==> src/bfs_pkg.sv <==
// Constants and types for the buck fault and power-good sequencer
package bfs_pkg;
  // ----------------------------------------
  // Clock and timing
  // ----------------------------------------
  localparam int CLK_NS = 100;
  localparam int UV_DLY_NS = 68000;
  localparam int HIC_NS = 14000000;
  localparam int SS_NS = 2000000;
  localparam int PG_DLY_NS = 1060000;
  localparam int PGF_DLY_NS = 2000;
  localparam int UV_CYC = UV_DLY_NS / CLK_NS;
  localparam int HIC_CYC = HIC_NS / CLK_NS;
  localparam int SS_CYC = SS_NS / CLK_NS;
  localparam int PG_CYC = PG_DLY_NS / CLK_NS;
  localparam int PGF_CYC = PGF_DLY_NS / CLK_NS;
  localparam int TMR_W = 18;
  localparam int UVC_W = 10;
  localparam int PGFC_W = 5;
  // ----------------------------------------
  // Register map
  // ----------------------------------------
  localparam int ADDR_W = 4;
  localparam logic [3:0] CTRL_OFS = 4'h0;
  localparam logic [3:0] STATUS_OFS = 4'h4;
  localparam logic [31:0] CTRL_RST = 32'h0000_0001;
  localparam int CTRL_EN_BIT = 0;
  localparam int ST_STATE_LSB = 0;
  localparam int ST_PG_BIT = 2;
  localparam int ST_PGLATCH_BIT = 3;
  localparam int ST_OVP_BIT = 4;
  localparam int ST_EXTSS_BIT = 5;
  localparam int ST_HS_BIT = 6;
  localparam int ST_LS_BIT = 7;
  localparam logic [1:0] RESP_OKAY = 2'h0;
  localparam logic [1:0] RESP_SLVERR = 2'h2;
  // ----------------------------------------
  // Comparator vector positions
  // ----------------------------------------
  localparam int CMP_N = 7;
  localparam int C_OCL = 0;
  localparam int C_CLAMP = 1;
  localparam int C_NEG = 2;
  localparam int C_UV = 3;
  localparam int C_OV = 4;
  localparam int C_OOB = 5;
  localparam int C_EXTSS = 6;

  typedef enum logic [1:0] {
    BFS_OFF = 2'b00,
    BFS_SS = 2'b01,
    BFS_RUN = 2'b10,
    BFS_HIC = 2'b11
  } bfs_state_e;
endpackage : bfs_pkg

==> src/bfs_sequencer.sv <==
// Fault sequencing, switch requests and power-good for a buck converter
//
// The implementer's own choices: register access over AXI4-Lite and the address map.
module bfs_sequencer
  import bfs_pkg::*;
#(
  parameter int HIC_CYCLES = HIC_CYC,
  parameter int SS_CYCLES = SS_CYC,
  parameter int PG_CYCLES = PG_CYC
) (
  input wire logic aclk,
  input wire logic aresetn,
  input wire logic enable_pin,
  input wire logic vin_ok,
  input wire logic ocl_cmp,
  input wire logic ocl_clamp_cmp,
  input wire logic neg_limit_cmp,
  input wire logic uv_cmp,
  input wire logic ov_cmp,
  input wire logic early_ov_cmp,
  input wire logic ext_ss_cmp,
  input wire logic pwm_req,
  input wire logic on_time_done,
  output logic hs_on_q,
  output logic ls_on_q,
  output logic hiccup_q,
  output logic output_in_range_flag_q,
  input wire logic [ADDR_W-1:0] s_axi_awaddr,
  input wire logic s_axi_awvalid,
  output logic s_axi_awready,
  input wire logic [31:0] s_axi_wdata,
  input wire logic [3:0] s_axi_wstrb,
  input wire logic s_axi_wvalid,
  output logic s_axi_wready,
  output logic [1:0] s_axi_bresp,
  output logic s_axi_bvalid,
  input wire logic s_axi_bready,
  input wire logic [ADDR_W-1:0] s_axi_araddr,
  input wire logic s_axi_arvalid,
  output logic s_axi_arready,
  output logic [31:0] s_axi_rdata,
  output logic [1:0] s_axi_rresp,
  output logic s_axi_rvalid,
  input wire logic s_axi_rready
);
  localparam logic [TMR_W-1:0] HIC_LAST = TMR_W'(HIC_CYCLES - 1);
  localparam logic [TMR_W-1:0] SS_LAST = TMR_W'(SS_CYCLES - 1);
  localparam logic [TMR_W-1:0] PG_FULL = TMR_W'(PG_CYCLES);
  localparam logic [UVC_W-1:0] UV_LAST = UVC_W'(UV_CYC - 1);
  localparam logic [PGFC_W-1:0] PGF_LAST = PGFC_W'(PGF_CYC - 1);

  // ----------------------------------------
  // Comparator synchroniser
  // ----------------------------------------
  logic [CMP_N-1:0] cmp_meta_q;
  logic [CMP_N-1:0] cmp_q;
  wire [CMP_N-1:0] cmp_raw = {ext_ss_cmp, early_ov_cmp, ov_cmp, uv_cmp,
                              neg_limit_cmp, ocl_clamp_cmp, ocl_cmp};
  always_ff @(posedge aclk) begin
    if (!aresetn) begin
      cmp_meta_q <= '0;
      cmp_q <= '0;
    end else begin
      cmp_meta_q <= cmp_raw;
      cmp_q <= cmp_meta_q;
    end
  end
  wire neg_s = cmp_q[C_NEG];
  wire uv_s = cmp_q[C_UV];
  wire ov_s = cmp_q[C_OV];
  wire ext_s = cmp_q[C_EXTSS];
  // Fixed ceiling trips even with a shorted limit-set input
  wire ocl_hold = cmp_q[C_OCL] | cmp_q[C_CLAMP];

  // ----------------------------------------
  // Sequencer state
  // ----------------------------------------
  logic [31:0] ctrl_q;
  bfs_state_e st_q;
  bfs_state_e st_d;
  logic [TMR_W-1:0] tmr_q;
  logic [UVC_W-1:0] uv_cnt_q;
  logic [PGFC_W-1:0] pgf_cnt_q;
  logic ext_done_q;
  logic ovp_q;
  logic pg_latch_q;
  logic phase_q;

  wire run_ok = enable_pin & vin_ok & ctrl_q[CTRL_EN_BIT];
  wire in_run = (st_q == BFS_RUN);
  wire active = (st_q == BFS_SS) | in_run;
  wire uv_limit_set_input = in_run & uv_s & (uv_cnt_q == UV_LAST);
  wire ss_end = (st_q == BFS_SS) & (tmr_q == SS_LAST);
  wire hic_end = (st_q == BFS_HIC) & (tmr_q == HIC_LAST);
  wire pg_ready = (tmr_q == PG_FULL);
  wire pgf_limit_set_input = in_run & (uv_s | ov_s) & (pgf_cnt_q == PGF_LAST);
  wire pg_latch_d = run_ok & (pg_latch_q | pgf_limit_set_input);
  wire active_n = (st_d == BFS_SS) | (st_d == BFS_RUN);

  always_comb begin
    st_d = st_q;
    if (!run_ok) begin
      st_d = BFS_OFF;
    end else begin
      case (st_q)
        BFS_OFF: st_d = BFS_SS;
        BFS_SS: if (ss_end) st_d = BFS_RUN;
        BFS_RUN: if (uv_limit_set_input) st_d = BFS_HIC;
        BFS_HIC: if (hic_end) st_d = BFS_SS;
        default: st_d = BFS_OFF;
      endcase
    end
  end

  always_ff @(posedge aclk) begin
    if (!aresetn) begin
      st_q <= BFS_OFF;
      tmr_q <= '0;
    end else begin
      st_q <= st_d;
      if (st_d != st_q) begin
        tmr_q <= '0;
      end else if (!in_run || (ext_done_q && !pg_ready)) begin
        tmr_q <= tmr_q + TMR_W'(1);
      end
    end
  end

  // Undervoltage qualification, armed only in run
  always_ff @(posedge aclk) begin
    if (!aresetn) begin
      uv_cnt_q <= '0;
    end else if (in_run && uv_s && !uv_limit_set_input) begin
      uv_cnt_q <= uv_cnt_q + UVC_W'(1);
    end else begin
      uv_cnt_q <= '0;
    end
  end

  // Power-good fault filter and latch
  always_ff @(posedge aclk) begin
    if (!aresetn) begin
      pgf_cnt_q <= '0;
      pg_latch_q <= 1'b0;
      ext_done_q <= 1'b0;
      output_in_range_flag_q <= 1'b0;
    end else begin
      if (in_run && (uv_s || ov_s) && !pgf_limit_set_input) begin
        pgf_cnt_q <= pgf_cnt_q + PGFC_W'(1);
      end else begin
        pgf_cnt_q <= '0;
      end
      pg_latch_q <= pg_latch_d;
      ext_done_q <= active & (ext_done_q | ext_s);
      output_in_range_flag_q <= in_run & pg_ready & !pg_latch_d;
    end
  end

  // ----------------------------------------
  // Switch requests
  // ----------------------------------------
  wire disch = ovp_q | cmp_q[C_OOB];
  wire neg_go = ls_on_q & neg_s;
  wire ocl_blk = ls_on_q & ocl_hold;
  wire hs_start = active & !phase_q & (neg_go | (pwm_req & !disch & !ov_s & !ocl_blk));
  wire hs_end = phase_q & (on_time_done | (ov_s & !ovp_q));
  wire ls_force = active & disch & !phase_q & !ls_on_q;

  always_ff @(posedge aclk) begin
    if (!aresetn) begin
      hs_on_q <= 1'b0;
      ls_on_q <= 1'b0;
      phase_q <= 1'b0;
      ovp_q <= 1'b0;
      hiccup_q <= 1'b0;
    end else begin
      ovp_q <= active_n & (ovp_q | (active & ov_s));
      hiccup_q <= (st_d == BFS_HIC);
      if (!active_n) begin
        hs_on_q <= 1'b0;
        ls_on_q <= 1'b0;
        phase_q <= 1'b0;
      end else if (hs_start) begin
        hs_on_q <= 1'b1;
        ls_on_q <= 1'b0;
        phase_q <= 1'b1;
      end else if (hs_end || ls_force) begin
        hs_on_q <= 1'b0;
        ls_on_q <= 1'b1;
        phase_q <= 1'b0;
      end
    end
  end

  // ----------------------------------------
  // AXI4-Lite slave
  // ----------------------------------------
  logic aw_got_q;
  logic w_got_q;
  logic [ADDR_W-1:0] aw_addr_q;
  logic [31:0] w_data_q;
  logic [3:0] w_strb_q;
  wire aw_hs = s_axi_awvalid & s_axi_awready;
  wire w_hs = s_axi_wvalid & s_axi_wready;
  wire b_hs = s_axi_bvalid & s_axi_bready;
  wire ar_hs = s_axi_arvalid & s_axi_arready;
  wire r_hs = s_axi_rvalid & s_axi_rready;
  wire wr_go = aw_got_q & w_got_q & !s_axi_bvalid;
  wire wr_ctrl = wr_go & (aw_addr_q == CTRL_OFS);
  wire [31:0] status_w = {24'h000000, ls_on_q, hs_on_q, ext_done_q, ovp_q,
                          pg_latch_q, output_in_range_flag_q, st_q};
  wire rd_ctrl = (s_axi_araddr == CTRL_OFS);
  wire rd_stat = (s_axi_araddr == STATUS_OFS);
  wire [31:0] rd_mux = rd_ctrl ? ctrl_q : (rd_stat ? status_w : 32'h0000_0000);

  always_ff @(posedge aclk) begin
    if (!aresetn) begin
      s_axi_awready <= 1'b0;
      s_axi_wready <= 1'b0;
      s_axi_bvalid <= 1'b0;
      s_axi_bresp <= RESP_OKAY;
      aw_got_q <= 1'b0;
      w_got_q <= 1'b0;
      aw_addr_q <= '0;
      w_data_q <= '0;
      w_strb_q <= '0;
      ctrl_q <= CTRL_RST;
    end else begin
      if (aw_hs) begin
        aw_addr_q <= s_axi_awaddr;
        aw_got_q <= 1'b1;
      end else if (wr_go) begin
        aw_got_q <= 1'b0;
      end
      if (w_hs) begin
        w_data_q <= s_axi_wdata;
        w_strb_q <= s_axi_wstrb;
        w_got_q <= 1'b1;
      end else if (wr_go) begin
        w_got_q <= 1'b0;
      end
      s_axi_awready <= !aw_hs & !aw_got_q & !s_axi_bvalid | b_hs;
      s_axi_wready <= !w_hs & !w_got_q & !s_axi_bvalid | b_hs;
      if (wr_ctrl && w_strb_q[0]) begin
        ctrl_q <= {31'h00000000, w_data_q[CTRL_EN_BIT]};
      end
      if (wr_go) begin
        s_axi_bvalid <= 1'b1;
        s_axi_bresp <= wr_ctrl ? RESP_OKAY : RESP_SLVERR;
      end else if (b_hs) begin
        s_axi_bvalid <= 1'b0;
      end
    end
  end

  always_ff @(posedge aclk) begin
    if (!aresetn) begin
      s_axi_arready <= 1'b0;
      s_axi_rvalid <= 1'b0;
      s_axi_rdata <= '0;
      s_axi_rresp <= RESP_OKAY;
    end else begin
      s_axi_arready <= !ar_hs & !s_axi_rvalid | r_hs;
      if (ar_hs) begin
        s_axi_rvalid <= 1'b1;
        s_axi_rdata <= rd_mux;
        s_axi_rresp <= (rd_ctrl | rd_stat) ? RESP_OKAY : RESP_SLVERR;
      end else if (r_hs) begin
        s_axi_rvalid <= 1'b0;
      end
    end
  end

  // Consecutive out-of-range cycles, saturating at PGF_LAST, one below the filter length
  logic [PGFC_W-1:0] flt_run_q;
  wire flt_cond = in_run & run_ok & (uv_s | ov_s);
  always_ff @(posedge aclk) begin
    if (!aresetn || !flt_cond) begin
      flt_run_q <= '0;
    end else if (flt_run_q != PGF_LAST) begin
      flt_run_q <= flt_run_q + PGFC_W'(1);
    end
  end
endmodule : bfs_sequencer
==> config.mk <==
export PLATFORM = sky130hd
export DESIGN_NAME = bfs_sequencer
export DESIGN_NICKNAME = d
export VERILOG_FILES = /design/src/bfs_pkg.sv /design/src/bfs_sequencer.sv
export SDC_FILE = /design/constraint.sdc
export NUM_CORES = 1
export LEC_CHECK = 0
export BUFFER_PORTS_ARGS = -buffer_cell sky130_fd_sc_hd__buf_2
export CORE_MARGIN = 2
export CORE_UTILIZATION = 54
export CTS_BUF_LIST = sky130_fd_sc_hd__clkbuf_8
export CTS_CLUSTER_SIZE = 12
export DETAILED_ROUTE_END_ITERATION = 8
export PLACE_DENSITY = 0.83
export REMOVE_ABC_BUFFERS = 1
export SYNTH_ARGS = -nofsm -noshare
export SYNTH_HDL_FRONTEND = slang
export SYNTH_SLANG_ARGS = --single-unit
export TNS_END_PERCENT = 1
==> constraint.sdc <==
create_clock -name aclk -period 3.38 [get_ports aclk]
set_clock_uncertainty 0.15 [all_clocks]
set_input_delay 0.338 -clock aclk [delete_from_list [all_inputs] [get_ports aclk]]
set_output_delay 0.338 -clock aclk [all_outputs]
set_load 0.005 [all_outputs]
Word-level counts from Yosys, hierarchy flattened
Index checks and enable logic that the tools add are counted.
- register bits after elaboration: 106
- output and inout bits: 45
- bitwise gates (word level): 55
- $add $sub $neg: 3
- reduce and logical (&&, ||, !) cells: 40
- equality and inequality tests: 13
- mux-type cells: 18
- operators by type and width (cell ; number):
    1-bit bitwise AND ; 39
    18-bit by 1-bit adder with 18-bit output (second input constant) ; 1
    18-bit by 14-bit == test with 1-bit output (second input constant) ; 1
    18-bit by 15-bit == test with 1-bit output (second input constant) ; 1
    18-bit == test (second input constant) ; 1
    1-bit zero test ; 18
    8-bit 2-to-1 mux ; 2
    1-bit bitwise OR ; 14
    2-bit 2-to-1 mux ; 6
    10-bit by 1-bit adder with 10-bit output (second input constant) ; 1
    10-bit == test (second input constant) ; 1
    2-bit nonzero test ; 5
    1-bit 2-to-1 mux ; 9
    2-bit == test (second input constant) ; 4
    4-bit zero test ; 2
    2-bit one-hot mux with 4 select lines ; 1
    1-bit logical AND ; 6
    2-bit AND reduction ; 3
    5-bit by 1-bit adder with 5-bit output (second input constant) ; 1
    5-bit == test (second input constant) ; 1
    2-bit by 1-bit == test with 1-bit output (second input constant) ; 2
    4-bit by 3-bit == test with 1-bit output (second input constant) ; 1
    1-bit logical OR ; 3
    3-bit OR reduction ; 1
    4 further kinds ; 5

Longest topological paths before layout
- word-level depth: 10
- depth in mapped cells: 10

Least setup slack after synthesis
OpenSTA, ideal clock, no wires.
- path kind: reg2reg
- start point: register st_q[0]
- end point: register tmr_q[13]
- period minus slack after synthesis: 2.354 ns
- data required time: 3.115 ns
- cell stages (with the launch flop): 11
- library setup time: 0.115 ns
- setup slack: 1.026 ns
- arrival: 2.090 ns
- buffers on the path: 3
- cells stage by stage: dfxtp_1 buf_2 inv_1 ha_1 buf_6 nor4b_1 a41oi_1 or4_4 nand4_4 buf_6 nor2_1
- cells in the longest elaborated chain, start to end: 8
- elaborated cells between the ends (all ways): 17
- those cells by class: eq/ne (4); mux (5); bitwise (4); reduce/logical (4)
- RTL lines (item ; RTL line ; source):
    start, declared ; bfs_sequencer.sv:79 ; bfs_state_e st_q;
    start signal, assigned ; bfs_sequencer.sv:120 ; st_q <= st_d;
    2-bit == test ; bfs_sequencer.sv:90, bfs_sequencer.sv:105 ;
    1-bit bitwise AND (2 in a row) ; bfs_sequencer.sv:92 ; wire uv_limit_set_input = in_run & uv_s & (uv_cnt_q == UV_LAST);
    2-bit 2-to-1 mux ; bfs_sequencer.sv:108 ; BFS_RUN: if (uv_limit_set_input) st_d = BFS_HIC;
    2-bit one-hot mux with 4 select lines ; bfs_sequencer.sv:105 ; case (st_q)
    2-bit 2-to-1 mux ; bfs_sequencer.sv:102 ; if (!run_ok) begin
    2-bit != test ; bfs_sequencer.sv:121 ; if (st_d != st_q) begin
    2-bit OR reduction (no line) ; n/a ;
    end signal, assigned ; bfs_sequencer.sv:124 ; tmr_q <= tmr_q + TMR_W'(1);
    end, declared ; bfs_sequencer.sv:81 ; logic [TMR_W-1:0] tmr_q;
Parallel ways exist; a longest one is shown, timed or not.
A chain may end at the register's enable or synchronous reset.

Worst setup path after layout
- start point: register st_q[0]
- end point: register tmr_q[8]
The elaborated chain is that of the path after synthesis.

==> results_dict.tcl <==
set metrics [dict create \
    tns_ns 0 \
    final_cells 543 \
    stdcell_area_um2 4030 \
    power_density_nw_per_um2 430 \
    required_ns 3.47 \
    synth-edff-count 0 \
    grt_pass1_wl_um 12100 \
    dpl_cell_area_um2 3840 \
    root_buffer "clkbuf_8" \
    start_kind "flop" \
    synth_area_per_cell_um2 8.91 \
    ys_ff_latch 80 \
    holdBufCountCts 0 \
    syn-cell-area_um2 3660 \
    critPathMaxFanout 18 \
    antenna_found_initial 0 \
    worstMarginPinSlew_ns 0.543 \
    postSynthCellCount 411 \
    drc 0 \
    power_mw 1.73 \
    hold_viol_final 0 \
    rows 30 \
    hp-class "in -> reg" \
    die-area_um2 7460 \
    cts_buffers 9 \
    numClockSinks 80 \
    avgRoutedWirePerCell_um 13.1 \
    power_switching_share_pct 25.1 \
    htreeDepth 3 \
    rsz0062_at_grt "false" \
    gp_congestion 0.901 \
    die_w_um 86.4 \
    peakVddDrop_uv 258 \
    wirelength_um 7130 \
    p_seq_share_pct 56.5 \
    drv_cap 0 \
    port_buffers 46 \
    period_share_pct 79.2 \
    post_cts_buffers 0 \
    diodes 0 \
    drtIter0Drc 176 \
    combinationalPowerShare_pct 5.7 \
    power.leakage_nw 1.60 \
    ioPinCount 107 \
    dp_hpwl_um 5150 \
    clkPwrFrac_pct 37.9 \
    synth_ff_type "dfxtp_1" \
    switchingPower_uw 434 \
    synthDistinctLibCells 55 \
    drt-pass1-iter-count 5 \
    async_flop_share_pct 0 \
    clock_latency_ns 0.36 \
    design.core.area_um2 6680 \
    cts_buffer_depth 2 \
    status "finished, final reports clean" \
    yosys_warnings 0 \
    ant_nets 0 \
    numPlacedInstances 527 \
    area_growth_syn_to_layout_pct 10.0 \
    min_period_ns 2.68 \
    grt_max_degree 26 \
    grt_pass1_vias 2751 \
    cp-end-kind "flop" \
    initial_core_util_pct 54.8 \
    drive_above_1_share_pct 15.6 \
    num-fill-cells 581 \
    cts-resized-gates 0 \
    dieHeight_um 86.4 \
    nNetsFinal 530 \
    crit_type "reg -> reg" \
    clk_pin_slew_ns 0.09 \
    slew_headroom_pct 63.5 \
    p_int_mw 1.30 \
    grt.overflow.total 0 \
    setup_violations 0 \
    maxSlewViolCount 0 \
    vias 2939 \
    cts_tree "done" \
    synth-seq-area-share_pct 43.7 \
    grt_usage_pct 20.4 \
    clock.fmax_mhz 374 \
    arrival_ns 2.76 \
    layout_commonest_cell "dfxtp_1" \
    final_cell_mix "dfxtp_1 (80), nor2_1 (53), buf_2 (46)" \
    viasPerCell 5.41 \
]
## path summary, 6_finish.rpt
kind	endpoint	slack, ns	start	cells after the start
setup reg to reg	tmr_q[8]	0.70	st_q[0]	7
setup / recovery	tmr_q[8]	0.70	st_q[0]	7
hold reg to reg	cmp_q[2]	0.29	cmp_meta_q[2]	1
hold / removal	cmp_meta_q[3]	0.03	uv_cmp	2
## power by group through the flow
stage               logic, mW  registers (mW)  clock network, mW
global route            0.113           0.983              0.714
floorplan              0.0585           0.999                  0
finish                 0.0981           0.979              0.656
global placement       0.0944            1.00                  0
CTS                    0.0980           0.979              0.668
detailed placement     0.0975            1.00                  0
## cell type report
type / count / area, µm² / share of cell area (%)
sequential: 80 / 1600 / 39.7
tap: 80 / 100 / 2.48
inverter: 13 / 48.8 / 1.21
timing repair buffer: 47 / 238 / 5.90
clock buffer: 10 / 138 / 3.42
multi-input combinational: 307 / 1860 / 46.0
clock inverter: 6 / 48.8 / 1.21
## cell usage after synthesis, types with 3 or more instances
cell      instances  area share (%)
nand4b_1          4            0.96
and2_1           20             3.4
nor2b_1           3            0.51
o211a_1           3            0.82
nand2b_1          3            0.51
nor4b_1           4            0.96
xor2_1           17             4.1
xnor2_1           8             1.9
dfxtp_1          80              44
nand2_1          30             3.1
nor2_1           53             5.4
mux2i_1           3            0.82
ha_1             10             3.4
a21oi_1          24             3.3
o21ai_0           4            0.55
nand4_1           7             1.2
nor4bb_1          3            0.82
nor4_1            4            0.68
o21ai_1           3            0.41
and3_1            5            0.85
a22oi_1           8             1.6
inv_1            12             1.2
clkbuf_1          6            0.61
nor3_1           10             1.4
buf_4            26             5.3
and4_1            3            0.72
nand3_1          23             3.1
## per-layer routing
layer / routed length, µm / vias up / GRT usage [%]
met2: 3540 / 84 / 34.3
met3: 394 / 16 / 5.90
met5: 0 / - / 0
li1: - / 1469 / -
met4: 165 / 0 / 11.6
met1: 3020 / 1370 / 23.1
## sequential cells by signal, indices dropped and copies added, names as in the netlist, 2 cells and up
| register | count |
|---|---|
| tmr_q | 18 |
| uv_cnt_q | 10 |
| s_axi_rdata | 8 |
| cmp_meta_q | 7 |
| cmp_q | 7 |
| pgf_cnt_q | 5 |
| aw_addr_q | 4 |
| st_q | 2 |
## stage by stage
stage               worst slack (ns)  utilization, %  hold slack [ns]
floorplan                       1.06               -            0.250
global placement               0.798            57.5            0.263
finish                         0.703            60.3           0.0313
CTS                            0.717            60.3           0.0230
global route                   0.478            60.3           0.0288
detailed placement             0.741            57.5            0.268
## cell families (layout without fill, tap and decap cells)
family,after synthesis,count (layout),share of synthesized area [%]
multiplexers,4,4,1.13
flip-flops,80,80,43.7
XOR/XNOR,25,25,5.98
AO/OA/AOI/OAI,55,55,9.84
buffers and inverters,49,76,8.17
AND/OR/NAND/NOR,187,187,27.6
other,1,26,0.102
adder cells (fa/ha/maj),10,10,3.42
## worst max-delay path, stage by stage, from the launching register on
cell and delay (ns):
dfxtp_1 0.54, inv_1 0.15, ha_1 0.34, nor4b_1 0.51, a41oi_1 0.09, or4_4 0.45
nand4_4 0.25, nor2_1 0.08
(Power assumes the default switching activity.)
